<file path="src/shared/dsf_pkg.sv">
// Package of constants and types for the detection sampling filter
`default_nettype none
package dsf_pkg;
    // ==========================================================
    // Counter widths and fixed counts
    // ==========================================================
    localparam int          CNT_W         = 4;     // Holds counts up to 15
    localparam logic [3:0]  CNT_ONE       = 4'h1;  // Least legal count
    localparam logic [3:0]  CNT_ZERO      = 4'h0;  // Counter restart value
    localparam logic [3:0]  CLEAR_DEFAULT = 4'h4;  // Clear scans, fixed mode
    localparam int          NUM_FIELDS    = 4;     // Default field count
    // Reset state of a field: tripped, so outputs start OFF
    localparam logic        TRIP_RESET    = 1'b1;

    // ==========================================================
    // Switch sample count settings
    // ==========================================================
    typedef enum logic [1:0] {
        DSF_SW_FAST,       // Switch count of one (default)
        DSF_SW_RELIABLE,   // Normal count less one
        DSF_SW_USER        // User value, capped at normal less one
    } dsf_sw_mode_e;
endpackage
`default_nettype wire

</file>
<file path="src/shared/dsf_field_if.sv">
// Interface between the filter control and one field counter
`timescale 1ns/1ps
`default_nettype none
interface dsf_field_if;
    logic                     eval;     // Scan evaluation enable pulse
    logic                     sw;       // Monitoring case switch pulse
    logic                     detect;   // Object seen in this scan
    logic [dsf_pkg::CNT_W-1:0] n_req;   // Normal sample count
    logic [dsf_pkg::CNT_W-1:0] nsw_req; // Sample count after a switch
    logic [dsf_pkg::CNT_W-1:0] clr_req; // Clear scans before ON
    logic                     tripped;  // Field holds shutdown

    // Control side drives configuration and scan data
    modport ctrl  (output eval, sw, detect, n_req, nsw_req, clr_req,
                   input  tripped);
    // Field side counts and reports its state
    modport field (input  eval, sw, detect, n_req, nsw_req, clr_req,
                   output tripped);
endinterface
`default_nettype wire

</file>
<file path="src/design/dsf_field.sv">
// Per-field detection and clear counter
`timescale 1ns/1ps
`default_nettype none
module dsf_field (
    input  wire logic mclk,
    input  wire logic rst_b,
    dsf_field_if.field fld
);
    // ==========================================================
    // State
    // ==========================================================
    typedef struct packed {
        logic [dsf_pkg::CNT_W-1:0] det_cnt;  // Successive detections
        logic [dsf_pkg::CNT_W-1:0] clr_cnt;  // Successive clear scans
        logic                      tripped;  // Shutdown held
        logic                      after_sw; // Switch count in force
    } dsf_fld_s;

    dsf_fld_s st_q;  // Registered state
    dsf_fld_s st_d;  // Next state

    logic [dsf_pkg::CNT_W-1:0] req;      // Count in force this scan
    logic                      aft;      // Switch window after pulse

    // ==========================================================
    // Next state
    // ==========================================================
    // A switch pulse in the same cycle as a scan counts that scan
    // in the new case, so the switch count starts at once.
    always_comb begin
        st_d = st_q;
        aft  = st_q.after_sw;
        if (fld.sw) begin
            st_d.det_cnt  = dsf_pkg::CNT_ZERO;
            st_d.after_sw = 1'b1;
            aft           = 1'b1;
        end
        req = aft ? fld.nsw_req : fld.n_req;
        if (fld.eval) begin
            if (!st_q.tripped) begin
                if (!fld.detect) begin
                    // A clear scan breaks the run and ends the window
                    st_d.det_cnt  = dsf_pkg::CNT_ZERO;
                    st_d.after_sw = 1'b0;
                end else if (st_d.det_cnt >= req - dsf_pkg::CNT_ONE) begin
                    // Enough detections: shut down
                    st_d.tripped  = 1'b1;
                    st_d.det_cnt  = dsf_pkg::CNT_ZERO;
                    st_d.clr_cnt  = dsf_pkg::CNT_ZERO;
                    st_d.after_sw = 1'b0;
                end else begin
                    // Keep counting; a bigger count means later trip
                    st_d.det_cnt = st_d.det_cnt + dsf_pkg::CNT_ONE;
                end
            end else begin
                if (fld.detect) begin
                    st_d.clr_cnt = dsf_pkg::CNT_ZERO;
                end else if (st_q.clr_cnt >= fld.clr_req - dsf_pkg::CNT_ONE)
                begin
                    st_d.tripped = 1'b0;
                    st_d.clr_cnt = dsf_pkg::CNT_ZERO;
                end else begin
                    st_d.clr_cnt = st_q.clr_cnt + dsf_pkg::CNT_ONE;
                end
            end
        end
    end

    // ==========================================================
    // Registers
    // ==========================================================
    // Fields start tripped so nothing reads ON before clear scans
    always_ff @(posedge mclk or negedge rst_b) begin
        if (!rst_b) begin
            st_q.det_cnt  <= dsf_pkg::CNT_ZERO;
            st_q.clr_cnt  <= dsf_pkg::CNT_ZERO;
            st_q.tripped  <= dsf_pkg::TRIP_RESET;
            st_q.after_sw <= 1'b0;
        end else begin
            st_q <= st_d;
        end
    end

    assign fld.tripped = st_q.tripped;

    // ==========================================================
    // Checks
    // ==========================================================
    property p_trip_on_count;
        @(posedge mclk) disable iff (!rst_b)
        fld.eval && !fld.sw && !st_q.tripped && fld.detect &&
        st_q.det_cnt == req - dsf_pkg::CNT_ONE |=> st_q.tripped;
    endproperty
    a_trip_on_count: assert property (p_trip_on_count)
        else $error("field did not trip at the sample count");

    property p_no_early_trip;
        @(posedge mclk) disable iff (!rst_b)
        $rose(st_q.tripped) |-> $past(fld.detect) && $past(fld.eval);
    endproperty
    a_no_early_trip: assert property (p_no_early_trip)
        else $error("field tripped without a detection");

    property p_break_restart;
        @(posedge mclk) disable iff (!rst_b)
        fld.eval && !st_q.tripped && !fld.detect |=> st_q.det_cnt == 0;
    endproperty
    a_break_restart: assert property (p_break_restart)
        else $error("detection count kept after a clear scan");

    property p_switch_restart;
        @(posedge mclk) disable iff (!rst_b)
        fld.sw && !fld.eval |=> st_q.det_cnt == 0 && st_q.after_sw;
    endproperty
    a_switch_restart: assert property (p_switch_restart)
        else $error("switch did not restart the detection count");

    property p_release;
        @(posedge mclk) disable iff (!rst_b)
        fld.eval && st_q.tripped && !fld.detect &&
        st_q.clr_cnt == fld.clr_req - dsf_pkg::CNT_ONE |=> !st_q.tripped;
    endproperty
    a_release: assert property (p_release)
        else $error("field not released after the clear count");

    property p_hold_on_detect;
        @(posedge mclk) disable iff (!rst_b)
        fld.eval && st_q.tripped && fld.detect
        |=> st_q.tripped && st_q.clr_cnt == 0;
    endproperty
    a_hold_on_detect: assert property (p_hold_on_detect)
        else $error("detection did not restart the clear count");

    c_trip: cover property (@(posedge mclk) disable iff (!rst_b)
        $rose(st_q.tripped));
    c_sw_trip: cover property (@(posedge mclk) disable iff (!rst_b)
        st_q.after_sw ##1 $rose(st_q.tripped));
endmodule
`default_nettype wire

</file>
<file path="src/design/dsf_top.sv">
// Detection sampling filter: control, count selection and outputs
`timescale 1ns/1ps
`default_nettype none
// Summary of operation
// - Trip after configured number of detections
// - Larger sample count delays the response
// - Switch count applies right after case switch
// - Fast setting: switch count is one
// - Reliable setting: normal count less one, min one
// - User setting capped at count less one
// - Four clear scans before outputs go ON
// - Optional per-field clear counts replace four
// - Global count unless field overrides it
module dsf_top #(
    parameter int NF = dsf_pkg::NUM_FIELDS  // Number of fields
) (
    input  wire logic                         mclk,
    input  wire logic                         rst_b,
    input  wire logic                         scan_tick,
    input  wire logic                         case_switch,
    input  wire logic [NF-1:0]                detect,
    input  wire logic [dsf_pkg::CNT_W-1:0]    base_count,
    input  wire logic [NF-1:0]                ovr_en,
    input  wire logic [NF-1:0][dsf_pkg::CNT_W-1:0] ovr_count,
    input  wire dsf_pkg::dsf_sw_mode_e        sw_mode,
    input  wire logic [dsf_pkg::CNT_W-1:0]    user_sw_count,
    input  wire logic                         alt_clear_en,
    input  wire logic [NF-1:0][dsf_pkg::CNT_W-1:0] clear_count,
    output logic      [NF-1:0]                safety_on,
    output logic                              user_count_clamped
);
    // ==========================================================
    // Helpers
    // ==========================================================
    // Zero is not a usable count; treat it as one
    function automatic logic [dsf_pkg::CNT_W-1:0] floor1(
        input logic [dsf_pkg::CNT_W-1:0] x
    );
        floor1 = (x == dsf_pkg::CNT_ZERO) ? dsf_pkg::CNT_ONE : x;
    endfunction

    // Used for the reliable setting and as the user-count limit
    // One fewer than a count, never below one
    function automatic logic [dsf_pkg::CNT_W-1:0] less1(
        input logic [dsf_pkg::CNT_W-1:0] n
    );
        less1 = (n > dsf_pkg::CNT_ONE) ? n - dsf_pkg::CNT_ONE
                                       : dsf_pkg::CNT_ONE;
    endfunction

    // ==========================================================
    // State
    // ==========================================================
    typedef struct packed {
        logic [NF-1:0] on;       // Safety outputs, 1 = ON
        logic          clamped;  // Any field capped the user count
    } dsf_top_s;

    dsf_top_s st_q;  // Registered outputs
    dsf_top_s st_d;  // Next outputs

    logic [NF-1:0][dsf_pkg::CNT_W-1:0] n_eff;   // Normal count per field
    logic [NF-1:0][dsf_pkg::CNT_W-1:0] nsw_eff; // Switch count per field
    logic [NF-1:0][dsf_pkg::CNT_W-1:0] clr_eff; // Clear count per field
    logic [NF-1:0]                     cap_hit; // User count was cut
    logic [NF-1:0]                     trip_v;  // Field tripped flags

    // ==========================================================
    // Field counters
    // ==========================================================
    // Each field resolves its own counts, so overrides stay local
    // Every field sees the same scan and switch pulses
    generate
        for (genvar i = 0; i < NF; i++) begin : g_fld
            dsf_field_if fif ();

            // Field override beats the global count
            assign n_eff[i] = ovr_en[i] ? floor1(ovr_count[i])
                                        : floor1(base_count);

            // Switch count by setting
            always_comb begin
                cap_hit[i] = 1'b0;
                case (sw_mode)
                    dsf_pkg::DSF_SW_FAST: begin
                        nsw_eff[i] = dsf_pkg::CNT_ONE;
                    end
                    dsf_pkg::DSF_SW_RELIABLE: begin
                        nsw_eff[i] = less1(n_eff[i]);
                    end
                    dsf_pkg::DSF_SW_USER: begin
                        // Larger values are not accepted: cut to limit
                        if (floor1(user_sw_count) > less1(n_eff[i])) begin
                            nsw_eff[i] = less1(n_eff[i]);
                            cap_hit[i] = 1'b1;
                        end else begin
                            nsw_eff[i] = floor1(user_sw_count);
                        end
                    end
                    default: begin
                        nsw_eff[i] = dsf_pkg::CNT_ONE;
                    end
                endcase
            end

            // Clear count: fixed four unless alternate values enabled
            assign clr_eff[i] = alt_clear_en ? floor1(clear_count[i])
                                : dsf_pkg::CLEAR_DEFAULT;

            assign fif.eval    = scan_tick;
            assign fif.sw      = case_switch;
            assign fif.detect  = detect[i];
            assign fif.n_req   = n_eff[i];
            assign fif.nsw_req = nsw_eff[i];
            assign fif.clr_req = clr_eff[i];
            assign trip_v[i]   = fif.tripped;

            dsf_field u_fld (
                .mclk  (mclk),
                .rst_b (rst_b),
                .fld   (fif.field)
            );
        end
    endgenerate

    // ==========================================================
    // Output registers
    // ==========================================================
    // One register stage keeps outputs glitch free at the pins
    // Reset drives outputs OFF; the fields start tripped as well
    always_comb begin
        st_d         = st_q;
        st_d.on      = ~trip_v;
        st_d.clamped = (sw_mode == dsf_pkg::DSF_SW_USER) && (|cap_hit);
    end

    always_ff @(posedge mclk or negedge rst_b) begin
        if (!rst_b) begin
            st_q.on      <= '0;
            st_q.clamped <= 1'b0;
        end else begin
            st_q <= st_d;
        end
    end

    assign safety_on          = st_q.on;
    assign user_count_clamped = st_q.clamped;

    // ==========================================================
    // Checks
    // ==========================================================
    // Only field 0 is checked in detail; the fields are identical
    property p_out_follow;
        @(posedge mclk) disable iff (!rst_b)
        1'b1 |=> safety_on == ~$past(trip_v);
    endproperty
    a_out_follow: assert property (p_out_follow)
        else $error("safety outputs do not follow field state");

    property p_fast_one;
        @(posedge mclk) disable iff (!rst_b)
        sw_mode == dsf_pkg::DSF_SW_FAST |-> nsw_eff[0] == 4'h1;
    endproperty
    a_fast_one: assert property (p_fast_one)
        else $error("fast switch count is not one");

    property p_reliable;
        @(posedge mclk) disable iff (!rst_b)
        sw_mode == dsf_pkg::DSF_SW_RELIABLE |->
        (n_eff[0] > 4'h1 ? nsw_eff[0] + 4'h1 == n_eff[0]
                         : nsw_eff[0] == 4'h1);
    endproperty
    a_reliable: assert property (p_reliable)
        else $error("reliable switch count is wrong");

    property p_user_cap;
        @(posedge mclk) disable iff (!rst_b)
        sw_mode == dsf_pkg::DSF_SW_USER |-> nsw_eff[0] >= 4'h1 &&
        (n_eff[0] > 4'h1 ? nsw_eff[0] < n_eff[0] : nsw_eff[0] == 4'h1);
    endproperty
    a_user_cap: assert property (p_user_cap)
        else $error("user switch count above limit");

    property p_clear_four;
        @(posedge mclk) disable iff (!rst_b)
        !alt_clear_en |-> clr_eff[0] == 4'h4;
    endproperty
    a_clear_four: assert property (p_clear_four)
        else $error("fixed clear count is not four");

    property p_override;
        @(posedge mclk) disable iff (!rst_b)
        ovr_en[0] && ovr_count[0] != 4'h0 |-> n_eff[0] == ovr_count[0];
    endproperty
    a_override: assert property (p_override)
        else $error("field override count not used");

    property p_clamp_mode;
        @(posedge mclk) disable iff (!rst_b)
        user_count_clamped |-> $past(sw_mode) == dsf_pkg::DSF_SW_USER;
    endproperty
    a_clamp_mode: assert property (p_clamp_mode)
        else $error("clamp flag raised outside the user setting");

    property p_alt_clear;
        @(posedge mclk) disable iff (!rst_b)
        alt_clear_en && clear_count[0] != 4'h0
        |-> clr_eff[0] == clear_count[0];
    endproperty
    a_alt_clear: assert property (p_alt_clear)
        else $error("alternate clear count not used");

    c_override: cover property (@(posedge mclk) disable iff (!rst_b)
        scan_tick && ovr_en[0] && detect[0]);

    c_release: cover property (@(posedge mclk) disable iff (!rst_b)
        $rose(safety_on[0]));
    c_clamp: cover property (@(posedge mclk) disable iff (!rst_b)
        $rose(user_count_clamped));
endmodule
`default_nettype wire

</file>
<file path="config.mk">
export PLATFORM = sky130hd
export DESIGN_NAME = dsf_top
export DESIGN_NICKNAME = d
export VERILOG_FILES = /design/src/shared/dsf_pkg.sv /design/src/shared/dsf_field_if.sv /design/src/design/dsf_field.sv /design/src/design/dsf_top.sv
export SDC_FILE = /design/constraint.sdc
export NUM_CORES = 1
export LEC_CHECK = 0
export BUFFER_PORTS_ARGS = -buffer_cell sky130_fd_sc_hd__buf_2
export CAP_MARGIN = 15
export CORE_MARGIN = 4
export CORE_UTILIZATION = 47
export DETAILED_ROUTE_END_ITERATION = 7
export GPL_TIMING_DRIVEN = 0
export PLACE_DENSITY = 0.67
export SLEW_MARGIN = 20
export SYNTH_ARGS = -nofsm -noshare
export SYNTH_HDL_FRONTEND = slang
export SYNTH_SLANG_ARGS = --single-unit
</file>
<file path="constraint.sdc">
create_clock -name mclk -period 3.6 [get_ports mclk]
set_input_delay 0.36 -clock mclk [delete_from_list [all_inputs] [get_ports mclk]]
set_output_delay 0.36 -clock mclk [all_outputs]
set_load 0.1 [all_outputs]
</file>
Word-level counts from Yosys, hierarchy flattened

Index checks and enable logic that the tools add are counted.

Flip-flop bits (word level): 45
Bits of input ports: 55
Output and inout port bits: 5
Word-level logic and storage cells: 183

Add/sub/neg operators: 20
Order comparisons: 16
Eq/ne operators: 2
Multiplexer cells: 102
Bitwise operators: 1
Reductions and logical operators: 24

Operators with widths:

| kind                                                                             | count |
|---|---|
| 4-bit two-way mux                                                                | 54 |
| 4-bit by 1-bit subtractor with 4-bit output (second input constant)              | 12 |
| 4-bit logical NOT                                                                | 10 |
| 10-bit two-way mux                                                               | 4 |
| 5-bit two-way mux                                                                | 8 |
| 4-bit by 1-bit adder with 4-bit output (second input constant)                   | 8 |
| 4-bit >= comparator                                                              | 8 |
| 4-bit case mux with 2 select lines                                               | 4 |
| 1-bit two-way mux                                                                | 28 |
| 6-bit two-way mux                                                                | 4 |
| 4-bit by 1-bit greater-than comparator with 1-bit output (second input constant) | 4 |
| 4-bit greater-than comparator                                                    | 4 |
| 2-bit nonzero test                                                               | 8 |
| 3-bit AND reduction                                                              | 4 |
| 4-bit NOT                                                                        | 1 |
| 4-bit OR reduction                                                               | 1 |
| 2-bit by 1-bit == test with 1-bit output (second input constant)                 | 1 |
| 2-bit == test (second input constant)                                            | 1 |
| 1-bit logical AND                                                                | 1 |

Longest topological paths before layout

Gate-level depths: netlist of run 1.

Depth after elaboration: 15
Gate-level depth with buffers: 24
Depth with buffers taken out: 23

Cells and area by module

Synthesis of run 1 repeated with hierarchy kept, for this count alone.

Cells, all modules: 576
Area, all modules: 5042.3 sq um

Modules (own cells, without submodules):

| module    | times used | cells each | area each (sq um) | sequential area each (sq um) |
|---|---|---|---|---|
| dsf_field | 4          | 85         | 842.1             | 251.5 |
| dsf_top   | 1          | 236        | 1674.1            | 125.1 |

Worst setup path after synthesis of run 1

OpenSTA, ideal clock, no wires.

Path kind: input to register
Start: input port base_count[1] (netlist bit)
End: register g_fld[2].u_fld.st_q[8] (netlist bit)
Setup time: 0.064 ns
Arrival time: 4.420 ns
Required time: 3.536 ns
Setup slack: -0.884 ns
Cell stages on the path: 24
Path buffers: 1
Cell sequence: buf_2 nor3_2 nor3_1 a21oi_1 inv_1 ha_1 nand2b_1 nand3_1 o31a_1 inv_1 ha_1 nand4_1 a21oi_1 a211oi_1 a31o_1 a21oi_1 ha_1 ha_1 a21o_1 a21o_1 a21oi_1 nand2_1 nor4bb_1 a21o_1

RTL lines:

| element              | line            | source |
|---|---|---|
| start, declared      | dsf_top.sv:22   | `input wire logic [dsf_pkg::CNT_W-1:0] base_count,` |
| end signal, assigned | dsf_field.sv:80 | `st_q <= st_d;` |
| end, declared        | dsf_field.sv:19 | `dsf_fld_s st_q;` |

==> results of run 1 <==
[Yosys cell counts, types with 2 or more instances]
library cell and n:
ha_1 74, o21ai_0 53, inv_1 43, nand2_1 43
dfrtp_1 41, a21oi_1 33, nor2_1 33, nand2b_1 26
nand3_1 26, a21o_1 25, nor3_1 19, nor2b_1 17
clkbuf_1 13, mux2i_1 13, nand4_1 11, o211ai_1 11
xnor2_1 9, o21a_1 8, nand3b_1 7, mux2_2 6
o22ai_1 6, o311ai_0 6, buf_2 5, a31oi_1 4
dfstp_2 4, or2_2 4, nor3b_2 3, nor4bb_1 3
or4_1 3, xor2_1 3, a211o_1 2, a211oi_1 2
a21oi_2 2, a221oi_2 2, a222oi_1 2, buf_4 2
o211a_1 2, o21bai_1 2, o221ai_1 2, o31a_1 2
o31ai_1 2, o32ai_1 2
[stage by stage]
step / utilization (%) / std cells / setup TNS [ps] / power (µW)
final: 66.9 / 877 / -22370 / 2810
after CTS: 62.8 / 862 / -17300 / 2640
after detailed placement: 53.8 / 789 / -41160 / 2030
after global routing: 66.9 / 877 / -30140 / 3040
after global placement: 53.8 / 789 / -38020 / 1980
after floorplan: - / 599 / -18060 / 1730
[sequential cells by signal, indices dropped and copies added, names as in the netlist]
name                     cells
g_fld.u_fld.st_q            36
g_fld.u_fld.fld.tripped      4
safety_on                    4
user_count_clamped           1
[path summary, 6_finish.rpt]
kind | endpoint | slack [ps] | cells past startpoint
max | g_fld[1].u_fld.st_q[8] | -700 | 23
min | g_fld[2].u_fld.st_q[8] | 40 | 1
max reg2reg | g_fld[1].u_fld.st_q[8] | 500 | 13
min reg2reg | g_fld[2].u_fld.fld.tripped | 510 | 2
max in group asynchronous | g_fld[1].u_fld.st_q[4] | 3150 | 1
min in group mclk | g_fld[3].u_fld.fld.tripped | 300 | 3
[kinds of logic (layout without fill, tap and decap cells)]
| family | count (synthesis) | after routing | share of synthesized area (%) |
|---|---|---|---|
| AO/OA/AOI/OAI | 182 | 182 | 24.5 |
| XOR/XNOR | 12 | 12 | 2.13 |
| adder cells (fa/ha/maj) | 74 | 74 | 18.8 |
| buffers and inverters | 64 | 206 | 5.30 |
| flip-flops | 45 | 45 | 22.9 |
| multiplexers | 21 | 21 | 4.77 |
| AND/OR/NAND/NOR | 201 | 201 | 21.6 |
[layout make-up]
class	count	area (µm²)	share of cell area (%)
well taps	136	170	2.48
multi-input cells	490	4250	61.8
inverters	43	161	2.35
clock inverters	3	21.3	0.309
flip-flops and latches	45	1130	16.5
plain buffers	21	135	1.97
repair buffers	134	938	13.7
clock buffers	5	68.8	1.00
[cell usage in the layout (no fill, tap or decap), types with 6 or more instances in the layout]
cell type / count
a21o_1: 25
a21oi_1: 16
a21oi_2: 11
a21oi_4: 8
buf_2: 55
buf_4: 69
buf_6: 16
clkbuf_1: 12
dfrtp_1: 41
ha_1: 56
ha_4: 16
inv_1: 37
inv_2: 6
mux2i_1: 11
nand2_1: 34
nand2b_1: 21
nand3_1: 25
nand3b_1: 7
nand4_1: 11
nor2_1: 28
nor2b_1: 15
nor3_1: 15
o211ai_1: 11
o21a_1: 6
o21ai_0: 29
o21ai_1: 18
o21ai_2: 7
o311ai_0: 6
xnor2_1: 9
[worst max-delay path: cells and delay by family]
kind                     cells  cell delay (ps)
AO/OA/AOI/OAI                9             1630
adder cells (fa/ha/maj)      4             1020
AND/OR/NAND/NOR              6              950
multiplexers                 1              310
buffers and inverters        3              270
[routing by layer]
| metal | routed length (µm) | vias up | share of wire, % |
|---|---|---|---|
| li1 | - | 2488 | - |
| met1 | 6030 | 2389 | 43 |
| met2 | 6960 | 154 | 50 |
| met3 | 683 | 28 | 4.9 |
| met4 | 308 | 0 | 2.2 |
| met5 | 0 | - | 0 |
[what timing repair did]
| item | CTS | global route |
|---|---|---|
| pin swaps | 44 | 26 |
| setup buffers | 65 | 15 |
| setup endpoints to repair | 40 | 40 |
| gates resized for setup | 70 | 58 |
[report_power, final]
| group | switching (µW) | internal, µW | total (µW) |
|---|---|---|---|
| combinational | 939 | 808 | 1750 |
| clock | 190 | 138 | 328 |
| sequential | 101 | 632 | 733 |
| total | 1230 | 1580 | 2810 |
==> results.md, run 1 <==
- Hold Path Class: in -> async
- Syn_nets: about 730
- Worst Path Arrival: around 4600 ps
- Final instance area: 6870 µm²
- Post-synthesis sequential area ratio: around 23%
- RSZ-0062 raised after global routing: true
- Failing checks: setup timing
- CTS sink cnt: 45
- Mapped cell area: 4940 µm²
- Setup Viol. Count Final: 40
- Layout area overhead: 39.3%
- Gr ovfl total: 0
- Initial antenna violation count: 0
- Worst EP required: 3850 ps
- First-pass GRT wire length: about 23000 µm
- Nets@finish: 869
- Post-DRT Antenna Nets: 0
- Ant. Diodes: 0
- Drt drc: 0
- Fillers: ~840
- EDFF count, synth: 0
- Die area: about 12000 µm²
- GRT Util Overall: 21.7%
- Area fraction of the dominant cell type after synthesis: around 21%
- Routed WL: between 10000 and 15000 µm
- Fraction of layout cells with a size suffix above 1: between 30 and 40%
- Core box area: ~10000 µm²
- Row count: 37
- Clock skew: roughly 9 ps
- Crit path max fanout: 4
- Die W: approximately 110 µm
- CTS max path bufs: 2
- GR Util met1: about 28%
- Startpoint types: input pin
- Initial Utilization: approximately half
- DR vias/cell: between 5 and 6
- Vias in the first global route: 5014
- Pwr dens: just over 400 nW/µm²
- Detailed Place HPWL: between 9000 and 10000 µm
- CTS tree: built
- Mean post-synth cell area: 8.24 µm²
- Via count: between 5000 and 6000
- Met2 Track Usage GR: 37.4%
- Slowest stage delay, CP: slightly above 300 ps
- CTS Hold Bufs: 0
- Yosys top cell by area: dfrtp_1
- Asr flop ratio synth: 100%
- Max Slew Vio Count: 0
- Worst hold margin: approximately 39 ps
- H-Tree Depth: 2
- Tcrit/Tclk final: 119%
- Largest net degree at the start of global routing: 46
- Layer with the highest usage: met2
- Pre-CTS setup slack: -1230 ps
- Top-Level Pins: 60
- Max Freq: around 230 MHz
- Final Hold Violating Endpoints: 0
- M3 GR Usage: under 10%
- Slowest cell on crit path: mux2_4
- Beginning of the critical path: base_count[3]
- Crit. End Element: flip-flop
- Clock Pin Slew Worst Setup and Hold Paths: ~90 ps
- DR WL/cell: 15.9 µm
- Worst R2R Start: g_fld[1].u_fld.st_q[0]
- Synth area leaders: dfrtp_1 (21%), ha_1 (19%), o21ai_0 (5.4%)
- CP Cell Sequence: buf_8, buf_6, nor3_4, nor2_4, mux2_4, ha_4, nor2_4, o31a_1, inv_1, ha_1, nor2b_1, o211a_1, o211ai_1, a21oi_2, a221oi_2, ha_1, ha_1, a21o_1, a21o_1, a21oi_4, nand2_2, nor4bb_1, a21o_1
- Worst VDD drop: slightly above 0.3 mV
- Final Wtd Congestion: approximately 0.87
- Placed cell area: approximately 5500 µm²
- Tmin final: 4300 ps
- Drt pass-1 iters: 4
- Max-cap violations: 0
- Max-slew headroom: around 50%
- Mapped Cells: between 500 and 600
- Die height: between 100 and 150 µm
- Flops & latches, synth: 45
- Root Driver: clkbuf_8
- CTS buffer count: 5
- Status: finished with violations
- Leakage: 0.00321 µW
- Pin slew with the least headroom to its limit: between 700 and 800 ps
- Main synth FF type: dfrtp_1
- Initial DRC count: between 200 and 300
- Synth cell types: 65
- Slack of the critical path: -697 ps
- CP Class: in -> reg
- Worst-Skew Late Latency: 300 ps
- Total number of yosys warnings: 0
- IO Port Bufs: 54
No activity file was read; power rests on OpenSTA's default activity.
==> run 2: changes to the inputs <==
- BUFFER_PORTS_ARGS: -buffer_cell sky130_fd_sc_hd__buf_2 -> default
- DONT_BUFFER_PORTS: default -> 1
- PLACE_DENSITY: 0.67 -> default
==> run 2 against run 1 <==
Flip-flop and latch count unchanged. Sequential power rose by 19%. Setup slack improved by 24 ps. Largest power group unchanged. Die area is the same. The flow still finishes with violations (setup timing). Register-to-register slack got worse by 30 ps. Sequential share of layout area up 1.7 points. Global-route usage shrank 0.40 points. Power decreased by 7.7%. First-iteration DRC count up 0.76%.
==> results.md, run 2 (synthesis results as in run 1) <==
- CP Cell Sequence: buf_12, nor3_4, nor2_4, mux2_4, ha_4, nor2_4, nor3_2, o32a_1, ha_2, nand4_1, buf_4, o21ai_4, a211oi_2, a211o_1, ha_1, ha_1, a21o_1, a21o_1, a21oi_4, nand2_2, nor4bb_2, a21o_1
- Max-slew headroom: 38.4% (-10 points)
- Cell repeated most along the worst path: a21o_1
- Worst VDD drop: 0.338 mV (+8.9%)
- Pin slew with the least headroom to its limit: 924 ps (+156 ps)
- WP buf/inv: 2 (-1)
- Register area: 1130 µm² (unchanged)
- CTS buffer count: 5 (unchanged)
- Drt drc: 0 (unchanged)
- Leakage: 0.00284 µW (-11%)
- Max Freq: 234 MHz (+0.57%)
- Startpoint types: input pin
- Pwr dens: 415 nW/µm² (+1.6%)
- Row count: 37 (unchanged)
- Max-cap violations: 0 (unchanged)
- Die W: 110 µm (unchanged)
- Most common cell after layout, fill and taps aside: ha_1
- RSZ-0062 raised after global routing: true
- Slack of the critical path: -672 ps (+24.5 ps)
- CTS sink cnt: 45 (unchanged)
- Core box area: 10300 µm² (unchanged)
- Routed WL: 13200 µm (-5.3%)
- Status: finished with violations
- CTS tree: built
- Worst-Skew Late Latency: 310 ps (about the same)
- Placed cell area: 5260 µm² (-4.9%)
- Detailed Place HPWL: 9540 µm (+0.38%)
- DR vias/cell: 5.90 (+2.3%)
- Clock Pin Slew Worst Setup and Hold Paths: 90 ps (about the same)
- First-pass GRT wire length: 22200 µm (-3.6%)
- Crit. End Element: flip-flop
- Ant. Diodes: 0 (unchanged)
- Post-DRT Antenna Nets: 0 (unchanged)
- Slowest stage delay, CP: 380 ps (+70 ps)
- Area occupied by multi-input gates: 4120 µm² (-2.9%)
- CP Class: in -> reg
- Setup Viol. Count Final: 40 (unchanged)
- Largest net degree at the start of global routing: 46 (unchanged)
- Hold Path Class: in -> reg
- Fillers: 928 (+11%)
- Nets@finish: 790 (-9.1%)
- Final Hold Violating Endpoints: 0 (unchanged)
- Failing checks: setup timing
- Initial Utilization: 48.0% (unchanged)
- Drt pass-1 iters: 4 (unchanged)
- Die area: 12200 µm² (unchanged)
- Setup_tns: -16180 ps (+6190 ps)
- Largest delay share family, worst path: compound AO/OA/AOI/OAI gates
- Worst Path Arrival: 4520 ps (-30 ps)
- Crit path max fanout: 5 (+1)
- Max Slew Vio Count: 0 (unchanged)
- IO Port Bufs: 0 (-100%)
- H-Tree Depth: 2 (unchanged)
- Worst EP required: 3850 ps (about the same)
- Commonest cells after routing, fill and taps aside: ha_1 (61), buf_4 (53), dfrtp_1 (41), inv_1 (38), nand2_1 (36)
- Via count: 4708 (-6.9%)
- Max reg flops: 36 (unchanged)
- GRT Util Overall: 21.3% (-0.40 points)
- Gr ovfl total: 0 (unchanged)
- Layout area overhead: 26.5%
- Vias in the first global route: 4814 (-4.0%)
- Fraction of layout cells with a size suffix above 1: 26.7% (-9.8 points)
- DR WL/cell: 16.6 µm (+4.0%)
- Slowest cell on crit path: o32a_1
- Die height: 110 µm (unchanged)
- Initial antenna violation count: 0 (unchanged)
- Root Driver: clkbuf_8
- Tcrit/Tclk final: 119% (-0.68 points)
- Top-Level Pins: 60 (unchanged)
- Largest Register: g_fld.u_fld.st_q
- Tmin final: 4270 ps (-24.5 ps)
- Clock skew: 4.11 ps (-4.93 ps)
- Initial DRC count: 265 (+0.76%)
- CTS max path bufs: 2 (unchanged)
- Final instance area: 6240 µm² (-9.2%)
- Final Wtd Congestion: 0.911 (+4.8%)
==> run 2: layout make-up <==
| class | count | area share (%) |
|---|---|---|
| clock inverter | 2 | 0.160 |
| timing repair buffer | 55 | 7.09 |
| clock buffer | 6 | 1.16 |
| tap | 136 | 2.72 |
| multi-input combinational | 490 | 66.0 |
| sequential | 45 | 18.1 |
| inverter | 43 | 2.58 |
| buffer | 21 | 2.14 |
==> run 2: power by group <==
group,switching (µW),internal [µW],total (µW),leakage (µW)
clock,181,135,316,0.0000450
sequential,243,630,873,0.000585
combinational,723,681,1400,0.00221
==> run 2: timing repair <==
| item | CTS | global route |
|---|---|---|
| endpoints found under the setup margin | 40 | 40 |
| gates resized for setup | 70 | 25 |
| cloned | 0 | 0 |
| buffers inserted | 41 | 12 |
| hold endpoints to repair | 45 | 0 |
| pin swaps | 49 | 22 |
| hold buffers | 2 | 0 |
==> run 2: metrics by stage <==
step / power (µW) / util [%] / setup WS (ps) / instances / hold slack (ps)
floorplan: 1730 / - / -646 / 599 / 64.4
global placement: 1920 / 51.2 / -1120 / 735 / 66.1
detailed placement: 1960 / 51.2 / -1150 / 735 / 66.1
CTS: 2510 / 58.5 / -565 / 786 / 120
global route: 2810 / 60.8 / -827 / 798 / 133
finish: 2590 / 60.8 / -672 / 798 / 139
==> run 2: path summary, 6_finish.rpt <==
kind                                            start                          to  slack, ps  cells past startpoint
setup reg to reg               g_fld[1].u_fld.st_q[0]      g_fld[1].u_fld.st_q[8]        470                     13
hold reg to reg            g_fld[1].u_fld.fld.tripped  g_fld[1].u_fld.fld.tripped        510                      2
max in group asynchronous                       rst_b  g_fld[1].u_fld.fld.tripped       2730                      2
min in group asynchronous                       rst_b      g_fld[0].u_fld.st_q[0]        580                      2
setup / recovery                        base_count[1]      g_fld[1].u_fld.st_q[8]       -670                     22
hold / removal                              detect[2]  g_fld[2].u_fld.fld.tripped        140                      2
==> run 2: metal layers <==
| layer | global-route usage [%] | vias to the layer above | wire, µm |
|---|---|---|---|
| met1 | 26.2 | 2198 | 5760 |
| li1 | - | 2332 | - |
| met2 | 36.9 | 143 | 6290 |
| met3 | 3.84 | 35 | 836 |
| met4 | 7.72 | 0 | 350 |
| met5 | 0 | - | 0 |
==> run 3: changes to the inputs <==
- ABC_AREA: default -> 1
- CORE_ASPECT_RATIO: default -> 0.75
==> run 3 against run 2 <==
The flow still finishes with violations (setup timing). Sequential share of layout area decreased by 0.61 points. Global-route usage increased by 0.12 points. Cell area increased by 3.5%. Non-clock buffer count decreased by 12. Count of clock-buffer cells in the layout decreased by 1. Clock power increased by 63%. Fmax increased by 14%. Sequential power increased by 1%. Cell count increased by 20%. Flip-flop and latch count unchanged. Die area increased by 1.9%. Largest cell class unchanged.
==> results.md, run 3 <==
- R2r worst-path depth: 17 (+4)
- IO Port Bufs: 0 (unchanged)
- Clock skew: 4.12 ps (+0.0160 ps)
- Syn_nets: 891 (+22%)
- Drt drc: 0 (unchanged)
- Pin slew with the least headroom to its limit: 1120 ps (+194 ps)
- Final instance area: 6460 µm² (+3.5%)
- Post-Synth Adder-Cell Area: 18.4% (-0.35 points)
- Hold depth: 1 (-1)
- Status: finished with violations
- Tmin final: 3750 ps (-518 ps)
- Hold Path Class: in -> reg
- Startpoint types: input pin
- Max Freq: 266 MHz (+14%)
- H-Tree Depth: 2 (unchanged)
- Mapped Cells: 762 (+27%)
- Register area: 1130 µm² (unchanged)
- GRT Util Overall: 21.4% (+0.12 points)
- Slowest stage delay, CP: 270 ps (-110 ps)
- RSZ-0062 raised after global routing: true
- EDFF count, synth: 0 (unchanged)
- Mean post-synth cell area: 6.60 µm² (-20%)
- Worst VDD drop: 0.388 mV (+15%)
- Worst EP required: 3780 ps (-70 ps)
- Root Driver: clkbuf_16
- Slowest cell on crit path: ha_1
- Worst Hold Launch: scan_tick
- Slack of the critical path: -154 ps (+518 ps)
- Synth cell count leaders: nand2_1 (183), inv_1 (133), ha_1 (74), nor2_1 (74), nand3_1 (59)
- Max-slew headroom: 25.2% (-13 points)
- Largest Register: g_fld.u_fld.st_q
- Max reg flops: 36 (unchanged)
- Synth area leaders: dfrtp_1 (20%), ha_1 (18%), nand2_1 (14%)
- Pwr dens: 457 nW/µm² (+10%)
- Initial DRC count: 237 (-11%)
- Die height: 97.6 µm (-12%)
- CTS sink cnt: 45 (unchanged)
- First-pass GRT wire length: 22400 µm (+0.68%)
- Final Non-Filler Cells: 960 (+20%)
- Clock Pin Slew Worst Setup and Hold Paths: 60 ps (-30 ps)
- Ant. Diodes: 0 (unchanged)
- Area occupied by multi-input gates: 3960 µm² (-3.9%)
- Largest family of logic cells by synthesized area: simple AND/OR/NAND/NOR gates
- Setup Viol. Count Final: 20 (-50%)
- Core box area: 10400 µm² (+0.90%)
- Total number of yosys warnings: 0 (unchanged)
- Multiplexer share of the synthesized area: 0.199% (-4.6 points)
- Row count: 32 (-14%)
- Fillers: 923 (-0.54%)
- Die area: 12400 µm² (+1.9%)
- Post-synthesis compound-gate area fraction: 12.4% (-12 points)
- Initial antenna violation count: 0 (unchanged)
- Most common cell after layout, fill and taps aside: nand2_1
- Mapped cell area: 5030 µm² (+1.9%)
- Placed cell area: 5390 µm² (+2.5%)
- P_sw: 1340 µW (+17%)
- Synth cell types: 37 (-43%)
- R2R Path End: g_fld[0].u_fld.st_q[5]
- Die W: 127 µm (+15%)
- CP Class: in -> reg
- Area fraction of the dominant cell type after synthesis: 20.4% (-0.38 points)
- Synth Area in Simple Gates: 32.4% (+11 points)
- Commonest cells after routing, fill and taps aside: nand2_1 (149), inv_1 (116), nor2_1 (71), ha_1 (55), buf_4 (50)
- Yosys top cell by area: dfrtp_1
- Main synth FF type: dfrtp_1
- Flop pwr share: 29.9% (-3.8 points)
- Via count: 5153 (+9.5%)
- Worst Path Arrival: 3930 ps (-590 ps)
- Asr flop ratio synth: 100% (unchanged)
- Routed WL: 13600 µm (+2.7%)
- Clk network pwr share: 17.5% (+5.3 points)
- Post-synthesis sequential area ratio: 22.5% (-0.42 points)
- Detailed Place HPWL: 9920 µm (+4.0%)
- Post-DRT Antenna Nets: 0 (unchanged)
- DR WL/cell: 14.2 µm (-15%)
- Drt pass-1 iters: 4 (unchanged)
- Comb pwr share: 52.6% (-1.6 points)
- Final Hold Violating Endpoints: 0 (unchanged)
- R2R setup slack: 840 ps (+370 ps)
- Pint: 1610 µW (+11%)
- Leakage: 0.00329 µW (+16%)
- Gr ovfl total: 0 (unchanged)
- Max Slew Vio Count: 0 (unchanged)
- Crit. End Element: flip-flop
- Cell repeated most along the worst path: nand2_2
- Largest net degree at the start of global routing: 46 (unchanged)
- Worst-Skew Late Latency: 290 ps (-20 ps)
- Tcrit/Tclk final: 104% (-14 points)
- Initial Utilization: 48.5% (+0.46 points)
- Nets@finish: 953 (+21%)
- DR vias/cell: 5.37 (-9.0%)
- Top-Level Pins: 60 (unchanged)
- Final Wtd Congestion: 0.872 (-4.3%)
- Layout area overhead: 28.5%
- Crit path max fanout: 6 (+1)
- CTS buffer count: 5 (unchanged)
- Setup_tns: -1630 ps (+14550 ps)
- Failing checks: setup timing
- Worst hold endpoint: g_fld[1].u_fld.fld.tripped
- Tot Pwr: 2950 µW (+14%)
- CTS max path bufs: 2 (unchanged)
- Count leader, synth: nand2_1
- Pre-CTS setup slack: -607 ps (+541 ps)
- CTS tree: built
- Vias in the first global route: 4909 (+2.0%)
- Fraction of layout cells with a size suffix above 1: 26.2% (-0.52 points)
- Flops & latches, synth: 45 (unchanged)
- Number of instances in the placed design: 898 (+22%)
- Switching Share: 45.5% (+1.2 points)
- XOR/XNOR share of the synthesized area: 2.96% (+0.83 points)
- Worst R2R Start: g_fld[0].u_fld.st_q[0]
- Max-cap violations: 0 (unchanged)
run 3: cells by family (layout without fill, tap and decap cells):
group / count (synthesis) / after routing
adder cells (fa/ha/maj): 74 / 74
AO/OA/AOI/OAI: 105 / 105
AND/OR/NAND/NOR: 373 / 373
multiplexers: 1 / 1
buffers and inverters: 147 / 209
flip-flops: 45 / 45
XOR/XNOR: 17 / 17
run 3: worst max path at each step:
stage / startpoint / end / slack, ps
after global placement: base_count[2] / g_fld[1].u_fld.st_q[2] / -570
after CTS: base_count[1] / g_fld[2].u_fld.st_q[2] / -110
final: base_count[1] / g_fld[1].u_fld.st_q[2] / -150
after global routing: base_count[1] / g_fld[2].u_fld.st_q[2] / -370
after detailed placement: base_count[2] / g_fld[1].u_fld.st_q[2] / -610
after floorplan: ovr_count[7] / g_fld[1].u_fld.st_q[2] / -160
run 3: cell type report:
type,count,area share [%]
sequential,45,17.5
inverter,138,8.21
multi-input combinational,570,61.3
clock inverter,2,0.542
tap,136,2.63
timing repair buffer,55,7.05
clock buffer,5,1.94
buffer,9,0.794
run 3: worst max-delay path: cells and delay by family:
kind            cells  cell delay, ps
compound gates      3             350
buf+inv             5             430
xor+xnor            1             150
simple gates       21            1930
fa+ha+maj           3             680
run 3: through the flow:
| stage | util [%] | hold WS (ps) |
|---|---|---|
| after detailed placement | 52.0 | 65.6 |
| final | 62.3 | 113 |
| after CTS | 59.7 | 124 |
| after global placement | 52.0 | 65.9 |
| after floorplan | - | 64.4 |
| after global routing | 62.3 | 103 |
run 3: timing repair:
action	4_1_cts	5_1_grt
setup buffers	41	13
resized for setup	54	61
endpoints found under the setup margin	32	40
pin swaps	46	55
hold buffers	2	0
hold endpoints to repair	45	0
run 3: power by group through the flow:
stage          Clock, µW  Combinational [µW]  Sequential [µW]
5_1_grt              550                1730              896
3_5_place_dp           0                1100              893
6_report             516                1550              884
3_3_place_gp           0                1050              890
2_1_floorplan          0                 890              868
4_1_cts              528                1350              883
run 3: layer usage:
layer  wire [µm]  GRT usage (%)  part of all wire, %
met5           0              0                    0
met4          82           3.05                 0.60
met3         662           4.07                  4.9
met2        6400           35.1                   47
met1        6440           29.8                   47
